--- src/rsrc_cfg.svh ---
// Constants of the reset and stop recovery controller
`ifndef RSRC_CFG_SVH
`define RSRC_CFG_SVH
`define RSRC_CLK_MHZ         100
`define RSRC_IPO_START_NS    4000
`define RSRC_IPO_START_CYC   ((`RSRC_IPO_START_NS * `RSRC_CLK_MHZ + 999) / 1000)
`define RSRC_HOLD_SHORT      66
`define RSRC_HOLD_LONG       5000
`define RSRC_PIN_MIN_CLKS    3
`define RSRC_STOP_FILT_CLKS  8
`define RSRC_VECTOR_HI_ADDR  16'h0002
`define RSRC_VECTOR_LO_ADDR  16'h0003
`define RSRC_OFS_CAUSE       12'hff0
`define RSRC_OFS_DBGCTL      12'hff4
`define RSRC_CAUSE_POR       7
`define RSRC_CAUSE_STOP      6
`define RSRC_CAUSE_WDOG      5
`define RSRC_CAUSE_EXT       4
`define RSRC_WDCTL_RESET     8'h00
`define RSRC_OSCILLATOR_CONTROL_REGISTER_RESET    8'ha0
`endif

--- src/rsrc_pkg.sv ---
// Types of the reset and stop recovery controller
package rsrc_pkg;
    // Sequencer states
    typedef enum logic [2:0] {
        RSRC_IDLE, RSRC_SUPPLY, RSRC_START, RSRC_HOLD, RSRC_PINWAIT, RSRC_RUN
    } rsrc_state_t;
    // Reset request sources, sampled together
    typedef struct packed {
        logic por;
        logic bod;
        logic wdog;
        logic pin;
        logic dbg_ctl;
        logic dbg_pin;
    } rsrc_req_t;
    // Outputs toward the chip
    typedef struct packed {
        logic core_rst;
        logic periph_rst;
        logic regs_load;
        logic smr_load;
        logic ipo_select;
        logic gpio_safe;
    } rsrc_ctl_t;
endpackage

--- src/rsrc_ctrl.sv ---
// Reset and stop recovery sequencer with AXI4-Lite status port
// Functional notes
// RULE1: Reset on power, brownout, watchdog, pin, debugger
// RULE2: Debugger control bit 0 resets all but debugger
// RULE3: Stop mode recovers on watchdog or GPIO edge
// RULE4: Brownout input raises a reset
// RULE5: Hold core 66 oscillator cycles before release
// RULE6: Crystal option extends hold to 5000 cycles
// RULE7: Allow oscillator start-up before counting hold
// RULE8: Power resets count only after supply good
// RULE9: Stay in reset while pin held low
// RULE10: Reset makes GPIO inputs without pull-ups
// RULE11: Core and peripherals idle during reset
// RULE12: System reset loads defined register reset values
// RULE13: Core fetches vector at 0002h and 0003h
// RULE14: System reset selects internal oscillator clock
// RULE15: Stop recovery keeps registers except watchdog, oscillator
// RULE16: Ignore pin pulses under three clocks
// RULE17: Stop mode ignores pin pulses under filter
// RULE18: Debug pin low in stop resets system
// RULE19: Pin reset sets external cause bit
// RULE20: Stop watchdog sets watchdog and stop bits
// RULE21: Watchdog option zero gives interrupt instead
// RULE22: Drive reset pin low until delay ends
`timescale 1ns/1ps
`default_nettype none
`include "rsrc_cfg.svh"
module rsrc_ctrl (
    // Clock and reset
    input  wire logic        clk_sys,
    input  wire logic        rst_b,
    // Analog and option inputs
    input  wire logic        por_detect,
    input  wire logic        brownout_detect,
    input  wire logic        supply_good,
    input  wire logic        xtal_option,
    input  wire logic        reset_on_watchdog_option,
    input  wire logic        ipo_tick,
    // Event inputs
    input  wire logic        stop_mode,
    input  wire logic        watchdog_timeout,
    input  wire logic        gpio_recovery,
    input  wire logic        debug_pin_in,
    // Reset pin, open drain
    input  wire logic        reset_pin_in,
    output logic             reset_pin_out,
    output logic             reset_pin_oe,
    // Outputs to the chip
    output rsrc_pkg::rsrc_ctl_t ctl,
    output logic             watchdog_irq,
    output logic [15:0]      vector_addr,
    // AXI4-Lite write address
    input  wire logic [11:0] s_axi_awaddr,
    input  wire logic        s_axi_awvalid,
    output logic             s_axi_awready,
    // AXI4-Lite write data
    input  wire logic [31:0] s_axi_wdata,
    input  wire logic [3:0]  s_axi_wstrb,
    input  wire logic        s_axi_wvalid,
    output logic             s_axi_wready,
    // AXI4-Lite write response
    output logic [1:0]       s_axi_bresp,
    output logic             s_axi_bvalid,
    input  wire logic        s_axi_bready,
    // AXI4-Lite read address
    input  wire logic [11:0] s_axi_araddr,
    input  wire logic        s_axi_arvalid,
    output logic             s_axi_arready,
    // AXI4-Lite read data
    output logic [31:0]      s_axi_rdata,
    output logic [1:0]       s_axi_rresp,
    output logic             s_axi_rvalid,
    input  wire logic        s_axi_rready
);
    // Sequencer state
    rsrc_pkg::rsrc_state_t state_r, state_nxt;
    logic [12:0] cnt_r, cnt_nxt;        // Start-up then hold counter
    logic        sys_r, sys_nxt;        // Current sequence is a system reset
    logic        pwr_r, pwr_nxt;        // Current reset came from supply
    logic [7:0]  cause_r, cause_nxt;    // Reset cause register
    logic        dbgctl_r, dbgctl_nxt;  // Debugger reset request bit
    logic        irq_r, irq_nxt;        // Watchdog interrupt pulse
    logic        pin_filt;              // Filtered pin level
    rsrc_pkg::rsrc_req_t req;           // Gathered sources
    logic        sys_req;               // Any system reset source
    logic        smr_req;               // Stop recovery source
    // Bus slave state, read by the sequencer
    logic        aw_r, aw_nxt, w_r, w_nxt, b_r, b_nxt;
    logic [11:0] wr_addr_r, wr_addr_nxt;
    logic [31:0] wdata_r, wdata_nxt;
    logic [3:0]  s_axi_wstrb_r, wstrb_nxt;
    logic        wr_fire;
    logic        rv_r, rv_nxt;
    logic [31:0] rdata_r, rdata_nxt;
    logic [1:0]  bresp_r, bresp_nxt, rresp_r, rresp_nxt;

    // Pin filter, three clocks or analog-like window in stop
    rsrc_pin_filter u_pin (
        .clk_sys      (clk_sys),
        .rst_b        (rst_b),
        .pin_low      (!reset_pin_in && !reset_pin_oe), // Own drive is not a request
        .stop_mode    (stop_mode),
        .pin_asserted (pin_filt)
    );

    // Hold length in oscillator ticks
    function automatic logic [12:0] hold_len(input logic xt);
        hold_len = xt ? 13'(`RSRC_HOLD_LONG) : 13'(`RSRC_HOLD_SHORT); // RULE5 RULE6
    endfunction

    // Gather sources
    always_comb begin
        req.por     = por_detect; // RULE1
        req.bod     = brownout_detect; // RULE4
        req.wdog    = watchdog_timeout && reset_on_watchdog_option && !stop_mode; // RULE21
        req.pin     = pin_filt && state_r != rsrc_pkg::RSRC_PINWAIT; // RULE9
        req.dbg_ctl = dbgctl_r; // RULE2
        req.dbg_pin = stop_mode && !debug_pin_in; // RULE18
        sys_req     = |req;
        smr_req     = stop_mode && (watchdog_timeout || gpio_recovery); // RULE3
    end

    // Sequencer next state; a new system request restarts any sequence
    always_comb begin
        state_nxt  = state_r;
        cnt_nxt    = cnt_r;
        sys_nxt    = sys_r;
        pwr_nxt    = pwr_r;
        cause_nxt  = cause_r;
        dbgctl_nxt = dbgctl_r;
        irq_nxt    = watchdog_timeout && !reset_on_watchdog_option; // RULE21
        if (sys_req) begin
            state_nxt = (req.por || req.bod) ? rsrc_pkg::RSRC_SUPPLY : rsrc_pkg::RSRC_START;
            cnt_nxt   = 13'h0;
            sys_nxt   = 1'b1;
            pwr_nxt   = req.por || req.bod;
            cause_nxt = 8'h00;
            cause_nxt[`RSRC_CAUSE_POR] = req.por || req.bod || req.dbg_ctl || req.dbg_pin;
            cause_nxt[`RSRC_CAUSE_WDOG] = req.wdog;
            cause_nxt[`RSRC_CAUSE_EXT] = req.pin; // RULE19
            dbgctl_nxt = 1'b0; // Clears during reset
        end else if (smr_req && state_r == rsrc_pkg::RSRC_RUN) begin
            state_nxt = rsrc_pkg::RSRC_START;
            cnt_nxt   = 13'h0;
            sys_nxt   = 1'b0;
            pwr_nxt   = 1'b0;
            cause_nxt = 8'h00;
            cause_nxt[`RSRC_CAUSE_STOP] = 1'b1; // RULE20
            cause_nxt[`RSRC_CAUSE_WDOG] = watchdog_timeout; // RULE20
        end else begin
            unique case (state_r)
                rsrc_pkg::RSRC_IDLE: begin
                    state_nxt = rsrc_pkg::RSRC_START;
                end
                rsrc_pkg::RSRC_SUPPLY: begin
                    // Wait for supply above power-on level
                    if (supply_good) begin
                        state_nxt = rsrc_pkg::RSRC_START; // RULE8
                    end
                end
                rsrc_pkg::RSRC_START: begin
                    // Oscillator start-up time on the system clock
                    if (cnt_r >= 13'(`RSRC_IPO_START_CYC - 1)) begin
                        state_nxt = rsrc_pkg::RSRC_HOLD; // RULE7
                        cnt_nxt   = 13'h0;
                    end else begin
                        cnt_nxt = cnt_r + 13'h1;
                    end
                end
                rsrc_pkg::RSRC_HOLD: begin
                    // Count oscillator ticks
                    if (ipo_tick) begin
                        cnt_nxt = cnt_r + 13'h1;
                        if (cnt_nxt >= hold_len(xtal_option)) begin // RULE5 RULE6
                            state_nxt = rsrc_pkg::RSRC_PINWAIT;
                        end
                    end
                end
                rsrc_pkg::RSRC_PINWAIT: begin
                    // Stay while the pin is still low
                    if (reset_pin_in) begin
                        state_nxt = rsrc_pkg::RSRC_RUN; // RULE9
                    end
                end
                rsrc_pkg::RSRC_RUN: begin
                    state_nxt = rsrc_pkg::RSRC_RUN;
                end
            endcase
        end
        // Write of debugger control bit 0
        if (wr_fire && wr_addr_r == `RSRC_OFS_DBGCTL && s_axi_wstrb_r[0] && wdata_r[0]) begin
            dbgctl_nxt = 1'b1;
        end
    end

    // Sequencer registers; power-on state is a pending system reset
    always_ff @(posedge clk_sys or negedge rst_b) begin
        if (!rst_b) begin
            state_r  <= rsrc_pkg::RSRC_IDLE;
            cnt_r    <= 13'h0;
            sys_r    <= 1'b1;
            pwr_r    <= 1'b0;
            cause_r  <= 8'h80;
            dbgctl_r <= 1'b0;
            irq_r    <= 1'b0;
        end else begin
            state_r  <= state_nxt;
            cnt_r    <= cnt_nxt;
            sys_r    <= sys_nxt;
            pwr_r    <= pwr_nxt;
            cause_r  <= cause_nxt;
            dbgctl_r <= dbgctl_nxt;
            irq_r    <= irq_nxt;
        end
    end

    // Chip controls derived from the sequence
    logic in_reset;
    always_comb begin
        in_reset       = state_r != rsrc_pkg::RSRC_RUN;
        ctl.core_rst   = in_reset; // RULE11
        ctl.periph_rst = in_reset; // RULE11
        ctl.regs_load  = in_reset && sys_r; // RULE12
        ctl.smr_load   = in_reset && !sys_r; // RULE15
        ctl.ipo_select = in_reset; // RULE14
        ctl.gpio_safe  = in_reset; // RULE10
        reset_pin_out  = 1'b0;
        reset_pin_oe   = in_reset && sys_r && state_r != rsrc_pkg::RSRC_PINWAIT; // RULE22
        watchdog_irq   = irq_r;
        vector_addr    = in_reset ? `RSRC_VECTOR_HI_ADDR : `RSRC_VECTOR_LO_ADDR; // RULE13
    end

    // AXI4-Lite slave: capture address and data in any order

    // Address decode of a word, unmapped gets SLVERR
    function automatic logic mapped(input logic [11:0] a);
        mapped = (a == `RSRC_OFS_CAUSE) || (a == `RSRC_OFS_DBGCTL);
    endfunction

    always_comb begin
        aw_nxt      = aw_r;
        w_nxt       = w_r;
        b_nxt       = b_r;
        wr_addr_nxt = wr_addr_r;
        wdata_nxt   = wdata_r;
        wstrb_nxt   = s_axi_wstrb_r;
        bresp_nxt   = bresp_r;
        rv_nxt      = rv_r;
        rdata_nxt   = rdata_r;
        rresp_nxt   = rresp_r;
        s_axi_awready = !aw_r && !b_r;
        s_axi_wready  = !w_r && !b_r;
        s_axi_arready = !rv_r;
        wr_fire       = aw_r && w_r;
        if (s_axi_awvalid && s_axi_awready) begin
            aw_nxt      = 1'b1;
            wr_addr_nxt = {s_axi_awaddr[11:2], 2'b00};
        end
        if (s_axi_wvalid && s_axi_wready) begin
            w_nxt     = 1'b1;
            wdata_nxt = s_axi_wdata;
            wstrb_nxt = s_axi_wstrb;
        end
        if (wr_fire) begin
            aw_nxt    = 1'b0;
            w_nxt     = 1'b0;
            b_nxt     = 1'b1;
            bresp_nxt = mapped(wr_addr_r) ? 2'b00 : 2'b10;
        end
        if (b_r && s_axi_bready) begin
            b_nxt = 1'b0;
        end
        if (s_axi_arvalid && s_axi_arready) begin
            rv_nxt    = 1'b1;
            rresp_nxt = mapped({s_axi_araddr[11:2], 2'b00}) ? 2'b00 : 2'b10;
            if ({s_axi_araddr[11:2], 2'b00} == `RSRC_OFS_CAUSE) begin
                rdata_nxt = {24'h000000, cause_r};
            end else if ({s_axi_araddr[11:2], 2'b00} == `RSRC_OFS_DBGCTL) begin
                rdata_nxt = {31'h00000000, dbgctl_r};
            end else begin
                rdata_nxt = 32'h00000000;
            end
        end else if (rv_r && s_axi_rready) begin
            rv_nxt = 1'b0;
        end
    end

    // Bus registers
    always_ff @(posedge clk_sys or negedge rst_b) begin
        if (!rst_b) begin
            aw_r <= 1'b0;
            w_r <= 1'b0;
            b_r <= 1'b0;
            wr_addr_r <= 12'h000;
            wdata_r <= 32'h00000000;
            s_axi_wstrb_r <= 4'h0;
            bresp_r <= 2'b00;
            rv_r <= 1'b0;
            rdata_r <= 32'h00000000;
            rresp_r <= 2'b00;
        end else begin
            aw_r <= aw_nxt;
            w_r <= w_nxt;
            b_r <= b_nxt;
            wr_addr_r <= wr_addr_nxt;
            wdata_r <= wdata_nxt;
            s_axi_wstrb_r <= wstrb_nxt;
            bresp_r <= bresp_nxt;
            rv_r <= rv_nxt;
            rdata_r <= rdata_nxt;
            rresp_r <= rresp_nxt;
        end
    end

    assign s_axi_bvalid = b_r;
    assign s_axi_bresp  = bresp_r;
    assign s_axi_rvalid = rv_r;
    assign s_axi_rdata  = rdata_r;
    assign s_axi_rresp  = rresp_r;

    // Checks next to the sequencer
    a_sys_sources: assert property (@(posedge clk_sys) disable iff (!rst_b) // RULE1
        (por_detect || brownout_detect) |=> ctl.core_rst && ctl.regs_load)
        else $error("power source did not reset");
    a_dbg_bit: assert property (@(posedge clk_sys) disable iff (!rst_b) // RULE2
        dbgctl_r |=> ctl.core_rst && !dbgctl_r)
        else $error("debugger reset not taken");
    a_smr_start: assert property (@(posedge clk_sys) disable iff (!rst_b) // RULE3
        (state_r == rsrc_pkg::RSRC_RUN && smr_req && !sys_req) |=> ctl.smr_load && cause_r[`RSRC_CAUSE_STOP])
        else $error("stop recovery not started");
    a_supply_wait: assert property (@(posedge clk_sys) disable iff (!rst_b) // RULE8
        (state_r == rsrc_pkg::RSRC_SUPPLY && !supply_good && !sys_req) |=> state_r == rsrc_pkg::RSRC_SUPPLY)
        else $error("hold counted before supply good");
    a_pin_wait: assert property (@(posedge clk_sys) disable iff (!rst_b) // RULE9
        (state_r == rsrc_pkg::RSRC_PINWAIT && !reset_pin_in) |=> ctl.core_rst)
        else $error("released with pin low");
    a_short_hold: assert property (@(posedge clk_sys) disable iff (!rst_b) // RULE5
        (state_r == rsrc_pkg::RSRC_HOLD && state_nxt == rsrc_pkg::RSRC_PINWAIT && !xtal_option)
        |-> cnt_nxt == 13'(`RSRC_HOLD_SHORT))
        else $error("hold length wrong");
    a_hold_count: assert property (@(posedge clk_sys) disable iff (!rst_b) // RULE6
        (state_r == rsrc_pkg::RSRC_HOLD && state_nxt == rsrc_pkg::RSRC_PINWAIT && !sys_req && xtal_option)
        |-> cnt_nxt == 13'(`RSRC_HOLD_LONG))
        else $error("hold ended at wrong count");
    a_ext_cause: assert property (@(posedge clk_sys) disable iff (!rst_b) // RULE19
        req.pin |=> cause_r[`RSRC_CAUSE_EXT])
        else $error("external cause not set");
    a_wdog_irq: assert property (@(posedge clk_sys) disable iff (!rst_b) // RULE21
        (watchdog_timeout && !reset_on_watchdog_option && !stop_mode && !sys_req) |=> !ctl.core_rst || $past(ctl.core_rst))
        else $error("watchdog reset while option zero");
    a_pin_drive: assert property (@(posedge clk_sys) disable iff (!rst_b) // RULE22
        sys_req |=> reset_pin_oe && !reset_pin_out)
        else $error("reset pin not driven low");
endmodule
`default_nettype wire

--- src/rsrc_pin_filter.sv ---
// Low-pulse filter for the external reset pin
`timescale 1ns/1ps
`default_nettype none
`include "rsrc_cfg.svh"
module rsrc_pin_filter (
    // Clock and reset
    input  wire logic clk_sys,
    input  wire logic rst_b,
    // Pin and mode
    input  wire logic pin_low,
    input  wire logic stop_mode,
    // Filtered level
    output logic      pin_asserted
);
    logic [3:0] cnt_r;   // Consecutive low cycles
    logic [3:0] cnt_nxt;
    logic       pin_asserted_nxt;

    // Count low cycles; stop mode uses a longer window for the analog delay
    always_comb begin
        cnt_nxt = pin_low ? ((cnt_r == 4'hf) ? cnt_r : cnt_r + 4'h1) : 4'h0;
        if (stop_mode) begin
            pin_asserted_nxt = cnt_nxt >= 4'(`RSRC_STOP_FILT_CLKS); // RULE17
        end else begin
            pin_asserted_nxt = cnt_nxt >= 4'(`RSRC_PIN_MIN_CLKS); // RULE16
        end
    end

    // Register count and level
    always_ff @(posedge clk_sys or negedge rst_b) begin
        if (!rst_b) begin
            cnt_r        <= 4'h0;
            pin_asserted <= 1'b0;
        end else begin
            cnt_r        <= cnt_nxt;
            pin_asserted <= pin_asserted_nxt;
        end
    end

    a_short_pulse_ignored: assert property (@(posedge clk_sys) disable iff (!rst_b) // RULE16
        (!stop_mode && cnt_r < 4'(`RSRC_PIN_MIN_CLKS) && !pin_low) |=> !pin_asserted)
        else $error("short reset pulse accepted");
endmodule
`default_nettype wire

--- config.mk ---
export PLATFORM = sky130hd
export DESIGN_NAME = rsrc_ctrl
export DESIGN_NICKNAME = d
export VERILOG_FILES = /design/src/rsrc_pkg.sv /design/src/rsrc_ctrl.sv /design/src/rsrc_pin_filter.sv
export VERILOG_INCLUDE_DIRS = /design/src /design/src/src
export SDC_FILE = /design/constraint.sdc
export NUM_CORES = 1
export LEC_CHECK = 0
export BUFFER_PORTS_ARGS = -buffer_cell sky130_fd_sc_hd__buf_2
export CAP_MARGIN = 20
export CORE_MARGIN = 2
export CORE_UTILIZATION = 45
export DETAILED_ROUTE_END_ITERATION = 8
export PLACE_DENSITY = 0.86
export REMOVE_ABC_BUFFERS = 1
export SKIP_LAST_GASP = 1
export SLEW_MARGIN = 0
export SYNTH_ARGS = -nofsm -noshare
export SYNTH_HDL_FRONTEND = slang
export SYNTH_HIERARCHICAL = 1
export SYNTH_SLANG_ARGS = --single-unit
--- constraint.sdc ---
create_clock -name clk_sys -period 4 [get_ports clk_sys]
set_clock_uncertainty 0.05 [all_clocks]
set_input_delay 0.6 -clock clk_sys [delete_from_list [all_inputs] [get_ports clk_sys]]
set_output_delay 0.6 -clock clk_sys [all_outputs]
set_load 0.05 [all_outputs]
==> impl_metrics.ini <==
[cells_and_area]
syn_to_final_growth_pct = 9.11
layout-drive-gt1-share_pct = 24.9
multi_input_area_um2 = 1590
diodes = 0
final_cell_mix = buf_2, dfrtp_1, conb_1
seq_area_um2 = 1280
nets = 468
final_common_cell = buf_2
nFillCells = 644

[routing]
detail_route.wl_per_cell_um = 12.4
num_vias = 2374
drt-total-wl_um = 5920
drt_iter0_drc = 93
drc = 0
antenna_left = 0
via_per_inst = 4.97
drt-pass1-iter-count = 4

[logic_synthesis]
synth_area_leader_cell = dfrtp_1
synthCells = 327
synth_cell_types = 57
synth_edf_count = 0
synth-seq-cells = 51
yosys_warnings = 6
synth_top_area_share_pct = 38.8
synthTopCellsByArea = dfrtp_1, buf_4, mux2_2, ha_1, nand2_1
yosysSeqAreaShare_pct = 40.5
syn-mean-instance-area_um2 = 9.66
async_flop_share_pct = 100
synth_area_um2 = 3160
ys.flop_type = dfrtp_1

[place]
dp_hpwl_um = 4550
port_buffers = 60
place.gp.congestion = 0.792

[sta]
fmax_mhz = 300
max_slew_margin_pct = 36.5
post-route-period-util_pct = 83.4
setup_violations = 0
tns_ns = 0
hold_viol = 0
worstMarginPinSlew_ns = 0.950
rsz0062_at_grt = false
fin_hold_ws_ns = 0.189
fin_crit_ns = 3.34
report.final.slew_viol_count = 0

[grt]
grt_pass1_vias = 2148
grtUsageTotal_pct = 16.2
grt_overflow_total = 0
grt_max_degree = 52
grt_pass1_wl_um = 9870
antenna_found_initial = 0

[pwr]
leakagePower_nw = 1.70
power_mw = 1.40
power_density_nw_per_um2 = 405
power_switching_uw = 530
vdd_ir_drop_max_uv = 339
power.internal_uw = 866
pwr-share-comb_pct = 29.5
power.share.clock_pct = 23.6
p_sw_share_pct = 38.0
p_seq_share_pct = 46.9

[critical_path]
crit_type = reg2reg
critical_path.cell_chain = ha_1 > and3_1 > and3_1 > nand3_1 > nor2_1 > xor2_1 > ha_1 > o21ai_0 > a21oi_1 > nor3b_1 > o31ai_1 > o31ai_2 > mux2_1
slowest_stage = dfrtp_1
cp_top_family = simple AND/OR/NAND/NOR gates
r2r_slack_ns = 0.66
startpoint_type = flip-flop
critical-path-max-stage-delay_ns = 0.47
cp.arrival_ns = 3.50
worst_ep_required_time_ns = 4.16
critPathBufInv = 0
cp-end-kind = flip-flop
path_max_fanout = 7

[die]
start_util_pct = 46.5
die_x_um = 87.8
die_area_um2 = 7710
die_h_um = 87.8
core.rowCount = 30
core_area_um2 = 6790
io_pins = 144

[status]
status = finished clean

[clock_tree]
numCtsBuffers = 5
h-tree-depth = 2
cts_root_buf = clkbuf_8
cts_setup_buffers = 0
cts_tree = built
cts.sinks = 51
clkSlewWorstSetupHoldPaths_ns = 0.10
ctsResizeCount = 0
clockBufferDepth = 2
hold_buffers = 0
clk_latency_ns = 0.32

[worst_hold_path]
hp-class = in2async

[flow_run]
cap_viol_max_count = 0
[state kept, by name, summed over array words and instances, names as in the netlist, 3 cells and up]
name,flops
u_pin/cnt_r,4
cause_r,4
cnt_r,13
wr_addr_r,10
state_r,3
s_axi_rdata,5
[worst register-to-register path, stage by stage, from the launching register on]
cell	delay (ns)
dfrtp_1	0.47
ha_1	0.26
and3_1	0.25
and3_1	0.26
nand3_1	0.16
nor2_1	0.19
xor2_1	0.21
ha_1	0.19
o21ai_0	0.07
a21oi_1	0.17
nor3b_1	0.07
o31ai_1	0.36
o31ai_2	0.16
mux2_1	0.34
[cells by family after synthesis]
logic type	share of synthesized area (%)
flip-flops	40.5
adder cells (fa/ha/maj)	3.56
XOR/XNOR	1.66
AND/OR/NAND/NOR	19.5
buffers and inverters	14.4
AO/OA/AOI/OAI	12.1
multiplexers	8.04
other	0.238
[per-layer routing]
layer | track usage [%] | wire length (µm)
met5 | 0 | 0
met4 | 5.45 | 71
met3 | 3.11 | 328
met2 | 28.0 | 2980
met1 | 20.4 | 2540
[area by class of cell]
class	instances	share of cell area, %
tap	96	3.48
inverter	11	1.20
timing repair buffer	61	9.29
multi-input combinational	251	46.0
sequential	51	37.1
clock buffer	5	2.00
clock inverter	3	0.907
[stage by stage]
stage	util [%]	instances	area (µm²)	worst slack (ns)
after global placement	49.0	469	3330	0.790
after global routing	50.7	478	3450	0.388
after floorplan	-	313	2910	1.09
final	50.7	478	3450	0.663
after detailed placement	49.0	469	3330	0.697
after CTS	50.4	477	3430	0.662
[power groups by stage]
stage | registers [mW] | clock network, mW | logic, mW
2_1_floorplan | 0.682 | 0 | 0.300
3_3_place_gp | 0.661 | 0 | 0.403
3_5_place_dp | 0.665 | 0 | 0.412
4_1_cts | 0.654 | 0.341 | 0.413
5_1_grt | 0.667 | 0.363 | 0.447
6_report | 0.654 | 0.330 | 0.412
[cell usage after synthesis, drive strengths merged (3+ instances only)]
cell type and number:
or3 3, nand4 3, and3 5, xor2 3, mux2 16, and2 4, ha 9, mux2i 7
dfrtp 49, buf 52, a22o 4, nor2b 6, a21oi 11, nand2 30, nor3 4, o211ai 4
xnor2 3, o31ai 3, nor2 25, inv 11, clkbuf 5, nand2b 6, nand3 14, o21ai 11
nand3b 4
[path summary, 6_finish.rpt]
check                              from             end  cells after the start
max                            cnt_r[0]      state_r[0]                     13
min                               rst_b  s_axi_rdata[6]                      1
max reg2reg                    cnt_r[0]      state_r[0]                     13
min reg2reg                  cause_r[7]      cause_r[7]                      2
max in group asynchronous         rst_b           sys_r                      2
min in group clk_sys       s_axi_bready    s_axi_bvalid                      2
No activity file was read; power rests on OpenSTA's default activity.
